[config.mk]
export PLATFORM = sky130hd
export DESIGN_NAME = step_dir_output_and_homing
export DESIGN_NICKNAME = d
export VERILOG_FILES = /design/src/hw/stepdir_pkg.sv /design/src/hw/pulse_timer.sv /design/src/hw/switch_monitor.sv /design/src/hw/step_dir_output_and_homing.sv
export VERILOG_INCLUDE_DIRS = /design/src /design/src/hw
export SDC_FILE = /design/constraint.sdc
export NUM_CORES = 1
export LEC_CHECK = 0
export BUFFER_PORTS_ARGS = -buffer_cell sky130_fd_sc_hd__buf_2
export CAP_MARGIN = 25
export CORE_AREA = 3 3 183 221
export CTS_CLUSTER_SIZE = 20
export DETAILED_ROUTE_END_ITERATION = 8
export DIE_AREA = 0 0 186 224
export PLACE_DENSITY = 0.77
export SYNTH_ARGS = -nofsm -noshare
export SYNTH_HDL_FRONTEND = slang
export SYNTH_HIERARCHICAL = 1
export SYNTH_SLANG_ARGS = --single-unit
[constraint.sdc]
create_clock -name SYS_CLK_IN -period 12.8 [get_ports SYS_CLK_IN]
set_input_delay 3.2 -clock SYS_CLK_IN [delete_from_list [all_inputs] [get_ports SYS_CLK_IN]]
set_output_delay 3.2 -clock SYS_CLK_IN [all_outputs]
set_load 0.02 [all_outputs]
[src/hw/stepdir_params.svh]
// constants of the step/direction output and homing block
`ifndef STEPDIR_PARAMS_SVH
`define STEPDIR_PARAMS_SVH
`define REG_IF_CONFIG     4'h0
`define REG_GLOBAL        4'h1
`define REG_TARGET_POS    4'h2
`define REG_ACTUAL_POS    4'h3
`define REG_TARGET_VEL    4'h4
`define REG_ACTUAL_VEL    4'h5
`define REG_MOTION_MODE   4'h6
`define REG_REF_TOLERANCE 4'h7
`define REG_LATCHED_POS   4'h8
`define REG_STATUS        4'h9
`define REG_REF_POSITION  4'ha
`define CFG_REF_INVERT    0
`define CFG_STEP_HALF     1
`define CFG_STEP_INVERT   2
`define CFG_DIR_INVERT    3
`define CFG_STEP_DIR_EN   4
`define GLB_RIGHT_EN      8
`define STS_MISMATCH      6
`define PULSE_UNIT        16
`define MIN_STEP_PERIOD   32
`define MODE_HOLD         2'h0
`define MODE_POSITION     2'h1
`define MODE_VELOCITY     2'h2
`endif

[src/hw/stepdir_pkg.sv]
// types and shared arithmetic of the step/direction block
package stepdir_pkg;
  typedef enum logic [1:0] {ST_IDLE, ST_SETUP, ST_PULSE, ST_GAP} step_state_t;
  typedef struct packed {
    logic step_dir_enable;
    logic dir_invert;
    logic step_invert;
    logic step_half;
    logic ref_invert;
  } if_config_t;
  typedef struct packed {
    logic left_active;
    logic right_active;
    logic in_window;
    logic left_rise;
  } switch_info_t;
  function automatic logic [31:0] abs_diff(input logic [31:0] a, input logic [31:0] b);
    logic [31:0] d;
    d = a - b;
    abs_diff = d[31] ? (32'h0 - d) : d;
  endfunction
endpackage

[src/hw/pulse_timer.sv]
// programmable step pulse length timer
`timescale 1ns/1ps
module pulse_timer (
  input  wire logic       clk_in,   // system clock
  input  wire logic       rst_in,   // async reset, high
  input  wire logic       start_in, // load one pulse length
  input  wire logic [3:0] div_in,   // step pulse divider
  output logic            busy_out, // timer running
  output logic            done_out  // last cycle of the length
);
  logic [7:0] cnt_q;
  logic [7:0] cnt_d;
  logic       busy_q;
  logic       busy_d;
  // ************************************************************
  // length is 16*(div+1) cycles, loaded as div:f
  // ************************************************************
  always_comb
  begin
    cnt_d  = cnt_q;
    busy_d = busy_q;
    if (start_in)
    begin
      cnt_d  = {div_in, 4'hf};
      busy_d = 1'b1;
    end
    else if (busy_q)
    begin
      if (cnt_q == 8'h00)
        busy_d = 1'b0;
      else
        cnt_d = cnt_q - 8'h01;
    end
  end
  always_ff @(posedge clk_in or posedge rst_in)
  begin
    if (rst_in)
    begin
      cnt_q  <= 8'h00;
      busy_q <= 1'b0;
    end
    else
    begin
      cnt_q  <= cnt_d;
      busy_q <= busy_d;
    end
  end
  assign busy_out = busy_q;
  assign done_out = busy_q && (cnt_q == 8'h00);
endmodule

[src/hw/switch_monitor.sv]
// reference switch polarity, enables, tolerance window and edge
`timescale 1ns/1ps
module switch_monitor (
  input  wire logic        clk_in,    // system clock
  input  wire logic        rst_in,    // async reset, high
  input  wire logic        left_in,   // raw left switch level
  input  wire logic        right_in,  // raw right switch level
  input  wire logic        invert_in, // low level means active
  input  wire logic        right_en_in, // right switch in use
  input  wire logic [31:0] pos_in,    // actual position
  input  wire logic [31:0] ref_in,    // reference switch position
  input  wire logic [31:0] tol_in,    // tolerance around reference
  output stepdir_pkg::switch_info_t info_out // decoded switch state
);
  logic left_prev_q;
  logic left_prev_d;
  logic left_act;
  always_comb
  begin
    left_act    = left_in ^ invert_in;
    left_prev_d = left_act;
    info_out.left_active  = left_act;
    info_out.right_active = right_en_in && (right_in ^ invert_in);
    info_out.left_rise    = left_act && !left_prev_q;
    // zero tolerance disables the window entirely
    info_out.in_window = (tol_in != 32'h0) &&
      (stepdir_pkg::abs_diff(pos_in, ref_in) <= tol_in);
  end
  always_ff @(posedge clk_in or posedge rst_in)
  begin
    if (rst_in)
      left_prev_q <= 1'b0;
    else
      left_prev_q <= left_prev_d;
  end
endmodule

[src/hw/step_dir_output_and_homing.sv]
// step/direction output stage with stop switches and position latch
// Contract
// - step pulse lasts 16 times (divider plus one) clock cycles
// - first pulse after direction change waits one pulse width
// - at most one step pulse per 32 clock cycles
// - step and direction driven only while step_dir_enable is set
// - active enabled stop switch halts motion automatically
// - nonzero tolerance suppresses the stop near reference position
// - any write to latched position re-arms the latch; a capture in the same cycle leaves it disarmed
// - armed latch captures position when reference switch activates moving
// - reference pass compares actual position against reference position
// - after setup, writing target position or velocity starts motion
// - hold mode, actual velocity, then position mode runs at start speed
// - half-rate mode toggles step output once per step
// - step and direction polarity invert independently, signs unchanged
// - polarity bit makes low active; right switch needs its enable
// - outputs high after power-on until the interface is configured
//
// The address map and the strobed register port were left to the implementer.
`timescale 1ns/1ps
`include "stepdir_params.svh"
module step_dir_output_and_homing (
  input  wire logic        SYS_CLK_IN,   // 200 MHz system clock
  input  wire logic        RST_IN,       // async reset, high
  input  wire logic [3:0]  ADDR_IN,      // register index
  input  wire logic [31:0] WDATA_IN,     // write data
  input  wire logic        WR_IN,        // write strobe
  input  wire logic        RD_IN,        // read strobe
  input  wire logic        REF_LEFT_IN,  // left stop/reference switch
  input  wire logic        REF_RIGHT_IN, // right stop switch
  output logic [31:0]      RDATA_OUT,    // read data, cycle after strobe
  output logic             STEP_OUT,     // step to driver stage
  output logic             DIR_OUT       // direction to driver stage
);
  // ************************************************************
  // register group
  // ************************************************************
  stepdir_pkg::if_config_t   cfg_q, cfg_d;
  stepdir_pkg::switch_info_t sw;
  stepdir_pkg::step_state_t  st_q, st_d;
  logic [3:0]  div_q, div_d;
  logic        right_en_q, right_en_d;
  logic [31:0] tpos_q, tpos_d, pos_q, pos_d, tvel_q, tvel_d, avel_q, avel_d;
  logic [31:0] tol_q, tol_d, latch_q, latch_d, refp_q, refp_d, rdata_q, rdata_d;
  logic [1:0]  mode_q, mode_d;
  logic        armed_q, armed_d, halt_q, halt_d, mism_q, mism_d;
  logic        conf_q, conf_d, dir_q, dir_d, lvl_q, lvl_d;
  logic [31:0] since_q, since_d, period;
  logic        want_move, want_dir, stop_hit, pulse_go, moving, t_start;
  logic        t_busy, t_done, wr_pos, wr_tpos;
  logic [31:0] status;

  assign wr_pos  = WR_IN && (ADDR_IN == `REG_ACTUAL_POS);
  assign wr_tpos = WR_IN && (ADDR_IN == `REG_TARGET_POS);
  assign moving  = (st_q != stepdir_pkg::ST_IDLE);
  assign status  = {25'h0, mism_q, halt_q, armed_q, sw.right_active,
                    sw.left_active, dir_q, moving};

  always_comb
  begin
    cfg_d = cfg_q;  div_d = div_q;  right_en_d = right_en_q;
    tpos_d = tpos_q;  tvel_d = tvel_q;  avel_d = avel_q;  mode_d = mode_q;
    tol_d = tol_q;  refp_d = refp_q;  latch_d = latch_q;  armed_d = armed_q;
    halt_d = halt_q;  mism_d = mism_q;  conf_d = conf_q;  rdata_d = 32'h0;
    if (WR_IN)
    begin
      if (ADDR_IN == `REG_IF_CONFIG)
      begin
        cfg_d = stepdir_pkg::if_config_t'(WDATA_IN[4:0]);
        conf_d = conf_q | WDATA_IN[`CFG_STEP_DIR_EN];
      end
      else if (ADDR_IN == `REG_GLOBAL)
      begin
        div_d = WDATA_IN[3:0];
        right_en_d = WDATA_IN[`GLB_RIGHT_EN];
      end
      else if (ADDR_IN == `REG_TARGET_POS)
      begin
        tpos_d = WDATA_IN;
        halt_d = 1'b0;
      end
      else if (ADDR_IN == `REG_TARGET_VEL)
      begin
        tvel_d = WDATA_IN;
        avel_d = WDATA_IN; // no ramp: velocity taken at once
        halt_d = 1'b0;
      end
      else if (ADDR_IN == `REG_ACTUAL_VEL)
        avel_d = WDATA_IN;
      else if (ADDR_IN == `REG_MOTION_MODE)
        mode_d = WDATA_IN[1:0];
      else if (ADDR_IN == `REG_REF_TOLERANCE)
        tol_d = WDATA_IN;
      else if (ADDR_IN == `REG_LATCHED_POS)
        armed_d = 1'b1;
      else if (ADDR_IN == `REG_REF_POSITION)
        refp_d = WDATA_IN;
      else if (ADDR_IN == `REG_STATUS && WDATA_IN[`STS_MISMATCH])
        mism_d = 1'b0;
    end
    // hardware events below override a same-cycle register write
    if (stop_hit)
      halt_d = 1'b1;
    if (armed_q && sw.left_rise && moving)
    begin
      latch_d = pos_q;
      armed_d = 1'b0;
    end
    if (sw.left_rise && stepdir_pkg::abs_diff(pos_q, refp_q) > tol_q)
      mism_d = 1'b1;
    if (RD_IN)
    begin
      if (ADDR_IN == `REG_IF_CONFIG)
        rdata_d = {27'h0, cfg_q};
      else if (ADDR_IN == `REG_GLOBAL)
        rdata_d = {23'h0, right_en_q, 4'h0, div_q};
      else if (ADDR_IN == `REG_TARGET_POS)
        rdata_d = tpos_q;
      else if (ADDR_IN == `REG_ACTUAL_POS)
        rdata_d = pos_q;
      else if (ADDR_IN == `REG_TARGET_VEL)
        rdata_d = tvel_q;
      else if (ADDR_IN == `REG_ACTUAL_VEL)
        rdata_d = avel_q;
      else if (ADDR_IN == `REG_MOTION_MODE)
        rdata_d = {30'h0, mode_q};
      else if (ADDR_IN == `REG_REF_TOLERANCE)
        rdata_d = tol_q;
      else if (ADDR_IN == `REG_LATCHED_POS)
        rdata_d = latch_q;
      else if (ADDR_IN == `REG_STATUS)
        rdata_d = status;
      else if (ADDR_IN == `REG_REF_POSITION)
        rdata_d = refp_q;
    end
  end

  always_ff @(posedge SYS_CLK_IN or posedge RST_IN)
  begin
    if (RST_IN)
    begin
      cfg_q <= '0;  div_q <= 4'h0;  right_en_q <= 1'b0;
      tpos_q <= 32'h0;  tvel_q <= 32'h0;  avel_q <= 32'h0;  mode_q <= `MODE_HOLD;
      tol_q <= 32'h0;  refp_q <= 32'h0;  latch_q <= 32'h0;  armed_q <= 1'b0;
      halt_q <= 1'b0;  mism_q <= 1'b0;  conf_q <= 1'b0;  rdata_q <= 32'h0;
    end
    else
    begin
      cfg_q <= cfg_d;  div_q <= div_d;  right_en_q <= right_en_d;
      tpos_q <= tpos_d;  tvel_q <= tvel_d;  avel_q <= avel_d;  mode_q <= mode_d;
      tol_q <= tol_d;  refp_q <= refp_d;  latch_q <= latch_d;  armed_q <= armed_d;
      halt_q <= halt_d;  mism_q <= mism_d;  conf_q <= conf_d;  rdata_q <= rdata_d;
    end
  end
  assign RDATA_OUT = rdata_q;

  // ************************************************************
  // switches and step sequencer
  // ************************************************************
  switch_monitor u_sw (
    .clk_in      (SYS_CLK_IN),
    .rst_in      (RST_IN),
    .left_in     (REF_LEFT_IN),
    .right_in    (REF_RIGHT_IN),
    .invert_in   (cfg_q.ref_invert),
    .right_en_in (right_en_q),
    .pos_in      (pos_q),
    .ref_in      (refp_q),
    .tol_in      (tol_q),
    .info_out    (sw)
  );
  pulse_timer u_tmr (
    .clk_in   (SYS_CLK_IN),
    .rst_in   (RST_IN),
    .start_in (t_start),
    .div_in   (div_q),
    .busy_out (t_busy),
    .done_out (t_done)
  );

  always_comb
  begin
    // magnitude of actual velocity is the step period in cycles
    period = avel_q[31] ? (32'h0 - avel_q) : avel_q;
    if (mode_q == `MODE_VELOCITY)
    begin
      want_move = (avel_q != 32'h0);
      want_dir  = !avel_q[31];
    end
    else
    begin
      want_move = (mode_q == `MODE_POSITION) && (pos_q != tpos_q);
      want_dir  = $signed(tpos_q) > $signed(pos_q);
    end
    want_move = want_move && !halt_q && cfg_q.step_dir_enable;
    stop_hit = !sw.in_window && ((sw.left_active && !want_dir) ||
      (sw.right_active && want_dir)) && want_move;
    st_d = st_q;  dir_d = dir_q;  lvl_d = lvl_q;  pos_d = pos_q;
    since_d = (since_q == 32'hffffffff) ? since_q : since_q + 32'h1;
    t_start = 1'b0;
    pulse_go = 1'b0;
    case (st_q)
      stepdir_pkg::ST_IDLE:
        if (want_move && !stop_hit && !wr_pos)
        begin
          if (want_dir != dir_q)
          begin
            dir_d = want_dir;
            t_start = 1'b1;
            st_d = stepdir_pkg::ST_SETUP;
          end
          else if (since_q >= period)
          begin
            pulse_go = 1'b1;
            t_start = 1'b1;
            since_d = 32'h0;
            st_d = stepdir_pkg::ST_PULSE;
          end
        end
      stepdir_pkg::ST_SETUP:
        if (t_done)
          st_d = stepdir_pkg::ST_IDLE;
      stepdir_pkg::ST_PULSE:
        if (t_done)
        begin
          t_start = 1'b1; // gap equal to width keeps rate under clk/32
          st_d = stepdir_pkg::ST_GAP;
        end
      default:
        if (t_done)
          st_d = stepdir_pkg::ST_IDLE;
    endcase
    if (pulse_go)
    begin
      pos_d = dir_q ? pos_q + 32'h1 : pos_q - 32'h1;
      lvl_d = cfg_q.step_half ? !lvl_q : 1'b1;
    end
    else if (st_q == stepdir_pkg::ST_PULSE && t_done && !cfg_q.step_half)
      lvl_d = 1'b0;
    else if (wr_pos)
      pos_d = WDATA_IN;
  end

  always_ff @(posedge SYS_CLK_IN or posedge RST_IN)
  begin
    if (RST_IN)
    begin
      st_q <= stepdir_pkg::ST_IDLE;
      dir_q <= 1'b1;
      lvl_q <= 1'b0;
      pos_q <= 32'h0;
      since_q <= 32'hffffffff;
    end
    else
    begin
      st_q <= st_d;
      dir_q <= dir_d;
      lvl_q <= lvl_d;
      pos_q <= pos_d;
      since_q <= since_d;
    end
  end

  // inversion touches only the pins, never internal signs
  always_comb
  begin
    if (!conf_q)
    begin
      STEP_OUT = 1'b1;
      DIR_OUT  = 1'b1;
    end
    else if (!cfg_q.step_dir_enable)
    begin
      STEP_OUT = cfg_q.step_invert;
      DIR_OUT  = cfg_q.dir_invert;
    end
    else
    begin
      STEP_OUT = lvl_q ^ cfg_q.step_invert;
      DIR_OUT  = dir_q ^ cfg_q.dir_invert;
    end
  end

  // ************************************************************
  // checks
  // ************************************************************
  logic [8:0] plen_q;
  always_ff @(posedge SYS_CLK_IN or posedge RST_IN)
  begin
    if (RST_IN)
      plen_q <= 9'h0;
    else
      // counts cycles of a pulse or of a direction setup; idle or gap clears it
      plen_q <= (st_q == stepdir_pkg::ST_PULSE || st_q == stepdir_pkg::ST_SETUP) ?
                plen_q + 9'h1 : 9'h0;
  end
endmodule

==> results of run 1 <==
[through the flow]
| step | cell area, µm² | total power [W] | setup WS, ns |
|---|---|---|---|
| after floorplan | 24600 | 0.00610 | 1.14 |
| after global placement | 25300 | 0.00740 | 5.06 |
| after detailed placement | 25400 | 0.00757 | 4.97 |
| after CTS | 26600 | 0.00871 | 4.94 |
| after global routing | 26600 | 0.00955 | 4.43 |
| final | 26600 | 0.00882 | 4.83 |
[final timing paths]
path / start / endpoint / cells past startpoint
max: pos_q[4] / pos_q[28] / 28
min: latch_q[25] / latch_q[25] / 2
max reg2reg: pos_q[4] / pos_q[28] / 28
min reg2reg: latch_q[25] / latch_q[25] / 2
max in group asynchronous: RST_IN / avel_q[17] / 3
min in group asynchronous: RST_IN / u_sw/left_prev_q / 2
[registers in the layout (all words and copies together), names as in the netlist, 2 cells and up]
signal / cells
st_q: 2
tol_q: 32
since_q: 32
div_q: 4
latch_q: 32
avel_q: 32
tvel_q: 32
mode_q: 2
pos_q: 32
cfg_q: 5
tpos_q: 32
u_tmr/cnt_q: 8
refp_q: 32
RDATA_OUT: 32
[layout make-up]
| cell class | instances | area, µm² |
|---|---|---|
| clock inverters | 15 | 190 |
| repair buffers | 100 | 588 |
| clock buffers | 48 | 1030 |
| inverters | 202 | 766 |
| flip-flops and latches | 318 | 8000 |
| fillers | 3127 | 12000 |
| well taps | 486 | 608 |
| multi-input cells | 2155 | 15400 |
[synthesized netlist by cell type (40+ instances only)]
cell	instances	area share, %
nand3_1	57	1.2
clkbuf_1	67	1.0
nand2_1	306	4.7
nand4_1	50	1.3
mux2_2	137	6.3
dfrtp_1	285	29
a21o_1	52	1.6
a22oi_1	55	1.7
a21oi_1	176	3.6
xnor2_1	101	3.6
o21ai_0	212	4.3
mux2i_1	53	2.2
ha_1	226	12
inv_1	202	3.1
nor2_1	174	2.7
xor2_1	104	3.7
nor3_1	40	0.81
[report_power, final]
group / switching (W) / total [W] / internal, W
combinational: 0.00349 / 0.00596 / 0.00247
clock: 0.000454 / 0.00109 / 0.000632
sequential: 0.000425 / 0.00177 / 0.00135
total: 0.00437 / 0.00882 / 0.00445
[per-layer routing]
metal | track usage [%] | part of all wire [%]
met4 | 28.9 | 9.2
met5 | 0 | 0.038
met1 | 46.1 | 38
met3 | 7.28 | 7.0
met2 | 62.9 | 46
[worst max-delay path, delay by kind of cell (launching register included)]
kind	cells	cell delay, ns
fa+ha+maj	2	0.70
compound gates	15	3.38
flops	1	0.47
xor+xnor	1	0.19
simple gates	9	2.58
buf+inv	1	0.49
[layout by cell type (no fill, tap or decap), drive strengths merged, types with 50 or more instances in the layout]
| cell | netlist | final |
|---|---|---|
| nand2 | 306 | 306 |
| dfrtp | 285 | 285 |
| ha | 226 | 226 |
| o21ai | 223 | 223 |
| inv | 202 | 206 |
| a21oi | 178 | 178 |
| nor2 | 175 | 175 |
| mux2 | 137 | 137 |
| xor2 | 106 | 106 |
| xnor2 | 102 | 102 |
| buf | 30 | 100 |
| nand3 | 58 | 58 |
| a22oi | 55 | 55 |
| a21o | 54 | 54 |
| mux2i | 53 | 53 |
| nand4 | 50 | 50 |
[kinds of logic (layout without fill, tap and decap cells)]
kind of cell | Yosys count | count (layout) | synth area share, %
compound gates | 745 | 745 | 19.7
simple gates | 783 | 783 | 15.1
fa+ha+maj | 229 | 229 | 11.7
flops | 318 | 318 | 32.5
xor+xnor | 208 | 208 | 7.50
buf+inv | 302 | 365 | 4.99
mux | 190 | 190 | 8.43
==> flow_summary.toml, run 1 <==
[timing]
holdWs_ns = 0.484
hold_viol = 0
finClkSkew_ns = 0.0259
max_slew_margin_pct = 26.4
finalCritPeriodShare_pct = 62.3
tns_ns = 0
grt_setup_unrepaired = "false"
fmax_mhz = 125
min_period_ns = 7.97
tightest_slew_ns = 1.10
drv_slew = 0
setup-violations-final = 0

[pwr]
peakVddDrop_v = 0.000327
p_leak_nw = 12.0
p_per_area_mw_per_mm2 = 332

[synthesis]
syn-num-nets = 3046
ys_types = 98
ys_seq_elements = 318
synth-edff-count = 0
yosysWarningCount = 6
avgSynthCellArea_um2 = 8.86
synthCells = 2775
synthArstFlopShare_pct = 100
synth_area_mm2 = 0.0246
synth_ff_type = "dfrtp_1"
ys_seq_area_share_pct = 32.5

[clock_network]
cts_tree = "built"
cts_buffers = 35
insertion_delay_ns = 0.57
cts_root_buf = "clkbuf_16"
h-tree-depth = 2
holdBufCountCts = 0
clk_pin_slew_ns = 0.06
post-cts-setup-buffers = 0
cts_sinks = 318
clk_path_buf_depth = 3
cts_resized = 0

[die]
dieArea_mm2 = 0.0417
ios = 76
initial_utilization_pct = 63.8
chipHeight_um = 224
die_w_um = 186
core_mm2 = 0.0385
rows = 79

[placement]
dpl.cell_count = 3261
dp_hpwl_um = 61100
gp_congestion = 1.01
placement.io_buffers = 75

[routing]
vias = 21900
drc = 0
via_per_inst = 6.58
ant_nets = 0
avgRoutedWirePerCell_um = 24.4
drt-initial-drc-count = 1648
routed_wl_um = 81000
dr.pass1.iters = 6

[run_status]
status = "complete, no violations"

[grt]
gr-total-overflow = 0
grt_usage_pct = 39.0
grt_pass1_vias = 21800
antenna_found_initial = 2
grt_pass1_wl_um = 125000
grt_max_degree = 181

[cells_and_area]
area_growth_pct = 8.15
n_antenna_cell = 0
final_cells = 3324
utilization_pct = 69.0
nNetsFinal = 3083
drive_above_1_share_pct = 13.9

[flow_run]
max_cap_violations = 0

[critical_path]
cp_max_fo = 47
ff2ff_setup_slack_ns = 4.83
endpoint_kind = "flop"
cp.required_ns = 13.26
cp_common_cell = "a21o_1"
critPathKind = "flop to flop"
slowest_stage = "or4b_4"
cp_slowest_stage_delay_ns = 0.55
cp-start-kind = "flop"
cp.arrival_ns = 8.43

[min_path]
hold_path.class = "flop to flop"
(Power assumes the default switching activity.)
==> inputs of run 2 (changes only) <==
--- a/config.mk
+++ b/config.mk
@@ -6,13 +6,14 @@
 export SDC_FILE = /design/constraint.sdc
 export NUM_CORES = 1
 export LEC_CHECK = 0
+export ABC_AREA = 1
 export BUFFER_PORTS_ARGS = -buffer_cell sky130_fd_sc_hd__buf_2
 export CAP_MARGIN = 25
-export CORE_AREA = 3 3 183 221
+export CORE_AREA = 3 3 202 243
 export CTS_CLUSTER_SIZE = 20
 export DETAILED_ROUTE_END_ITERATION = 8
-export DIE_AREA = 0 0 186 224
-export PLACE_DENSITY = 0.77
+export DIE_AREA = 0 0 205 246
+export PLACE_DENSITY = 0.73
 export SYNTH_ARGS = -nofsm -noshare
 export SYNTH_HDL_FRONTEND = slang
 export SYNTH_HIERARCHICAL = 1
==> constraint.sdc (replaced) <==
create_clock -name SYS_CLK_IN -period 6.8 [get_ports SYS_CLK_IN]
set_input_delay 1.7 -clock SYS_CLK_IN [delete_from_list [all_inputs] [get_ports SYS_CLK_IN]]
set_output_delay 1.7 -clock SYS_CLK_IN [all_outputs]
set_load 0.02 [all_outputs]
==> run 2 against run 1 <==
Compared with the run above: sequential power grew 65%; critical path depth up 6; area after synthesis rose by 10%; total power increased by 54%; critical endpoint is now pos_q[27].
==> flow_summary.toml, run 2 <==
[placement]
gp_congestion = 1.04
placement.io_buffers = 75
dpl.cell_count = 4688
dp_hpwl_um = 75300
placed_area_mm2 = 0.0282

[synthesis]
ys_types = 58
synthTopCellsByCount = "nand2_1 (1244), inv_1 (635), o21ai_0 (326)"
synth_top_area_share_pct = 26.3
synth_area_mm2 = 0.0271
syn-num-nets = 4321
muxShareOfSynthArea_pct = 0
synthXorXnorAreaFrac_pct = 4.67
synthArstFlopShare_pct = 100
synth_ff_type = "dfrtp_1"
synth_compound_area_share_pct = 14.3
ys_seq_area_share_pct = 29.5
synthTopCellsByArea = "dfrtp_1 (26%), nand2_1 (17%), ha_1 (10%), inv_1 (8.8%), o21ai_0 (6.0%)"
synthAdderAreaFrac_pct = 10.7
yosysTopAreaCell = "dfrtp_1"
synth_top_family_by_area = "simple AND/OR/NAND/NOR gates"
yosysMostFrequentCell = "nand2_1"
synthCells = 4050
ys_seq_elements = 318
yosys.area_share.simple_pct = 30.3
yosysWarningCount = 6
avgSynthCellArea_um2 = 6.69
synth-edff-count = 0

[clock_network]
cts_root_buf = "clkbuf_16"
h-tree-depth = 2
cts_buffers = 35
cts_resized = 0
holdBufCountCts = 0
insertion_delay_ns = 0.54
clk_path_buf_depth = 3
clk_pin_slew_ns = 0.06
cts_tree = "built"
cts_sinks = 318
post-cts-setup-buffers = 0

[critical_path]
cp.required_ns = 7.20
crit_family = "simple AND/OR/NAND/NOR gates"
endpoint_kind = "flop"
slowest_stage = "dfrtp_1"
critPathBufInv = 4
cp-start-kind = "flop"
critPathKind = "flop to flop"
cp.arrival_ns = 6.31
cp_common_cell = "nand2_1"
ff2ff_setup_slack_ns = 0.89
cp_slowest_stage_delay_ns = 0.58
cp_max_fo = 33

[cells_and_area]
finish.instance_area_mm2 = 0.0293
n_antenna_cell = 0
nNetsFinal = 4375
utilization_pct = 62.4
final_cells = 4749
area_growth_pct = 8.20
drive_above_1_share_pct = 7.44
layout_common_cells = "nand2_1 (1241), inv_1 (634), o21ai_0 (326)"
final_common_cell = "nand2_1"

[grt]
antenna_found_initial = 2
grt_pass1_vias = 25300
grt_max_degree = 96
grt_usage_pct = 37.3
gr-total-overflow = 0
grt_pass1_wl_um = 145000

[die]
initial_utilization_pct = 57.7
chipHeight_um = 246
die_w_um = 205
dieArea_mm2 = 0.0504
ios = 76
core_mm2 = 0.0470
rows = 87

[routing]
wl_met1_um = 38600
dr.pass1.iters = 6
dr_wl_met2_um = 42100
via_per_inst = 5.80
drc = 0
ant_nets = 0
highest_layer = "met5"
drt-initial-drc-count = 2854
dr_wl_met3_um = 8140
avgRoutedWirePerCell_um = 20.1
routed_wl_um = 95600
vias = 27500

[timing]
max_slew_margin_pct = 32.1
drv_slew = 0
fmax_mhz = 169
tightest_slew_ns = 1.02
min_period_ns = 5.91
hold_viol = 0
grt_setup_unrepaired = "false"
setup-violations-final = 0
tns_ns = 0
finClkSkew_ns = 0.0309
finalCritPeriodShare_pct = 86.9

[run_status]
status = "complete, no violations"

[pwr]
p_leak_nw = 15.6
p_per_area_mw_per_mm2 = 462
peakVddDrop_v = 0.000289

[flow_run]
max_cap_violations = 0

[min_path]
hold_path.class = "flop to flop"
-- run 2: cell types whose count changed after synthesis, sizes merged, moves of 55 or more --
cell,before,now
nand2,306,1271
inv,202,647
nor2,175,321
mux2,137,0
nand3,58,191
o21ai,223,340
xnor2,102,47
-- run 2: where the power goes --
| group | internal, W | switching [W] |
|---|---|---|
| clock | 0.00113 | 0.000799 |
| sequential | 0.00233 | 0.000591 |
| combinational | 0.00299 | 0.00572 |
| total | 0.00645 | 0.00710 |
-- run 2: worst paths after layout --
| kind | startpoint | end | cells after the start |
|---|---|---|---|
| worst min-delay path | conf_q | conf_q | 2 |
| worst min register to register | conf_q | conf_q | 2 |
| max in group asynchronous | RST_IN | cfg_q[4] | 3 |
| min in group asynchronous | RST_IN | u_sw/left_prev_q | 2 |
| worst max-delay path | pos_q[0] | pos_q[27] | 34 |
| worst max register to register | pos_q[0] | pos_q[27] | 34 |
-- run 2: tightest hold or removal path: cells and delay by family (launching register included) --
family                 cells  cell delay, ns
flip-flops                 1            0.32
buffers and inverters      1            0.06
AND/OR/NAND/NOR            1            0.06
-- run 2: cell type report --
class / count / area [µm²]
clock buffers: 48 / 985
clock inverters: 11 / 146
fillers: 4554 / 17700
inverters: 649 / 2440
multi-input cells: 2990 / 16300
flip-flops and latches: 318 / 8000
well taps: 623 / 779
repair buffers: 110 / 701
-- run 2: cells by family (layout without fill, tap and decap cells) --
group	Yosys count	in the layout
AND/OR/NAND/NOR	1946	1946
buffers and inverters	742	818
AO/OA/AOI/OAI	676	676
flip-flops	318	318
adder cells (fa/ha/maj)	229	229
XOR/XNOR	139	139
-- run 2: metrics by stage --
| stage | hold WS [ns] | setup WS [ns] | power (W) |
|---|---|---|---|
| 2_1_floorplan | 0.433 | 1.03 | 0.00912 |
| 3_5_place_dp | 0.454 | 1.10 | 0.0115 |
| 4_1_cts | 0.468 | 1.06 | 0.0134 |
| 3_3_place_gp | 0.444 | 1.27 | 0.0114 |
| 5_1_grt | 0.508 | 0.443 | 0.0148 |
| 6_report | 0.473 | 0.888 | 0.0136 |
-- run 2: metal layers --
metal	global-route usage [%]	vias up
met1	49.1	12800
met5	0	-
li1	-	13200
met2	58.3	1255
met3	5.74	281
met4	21.4	2
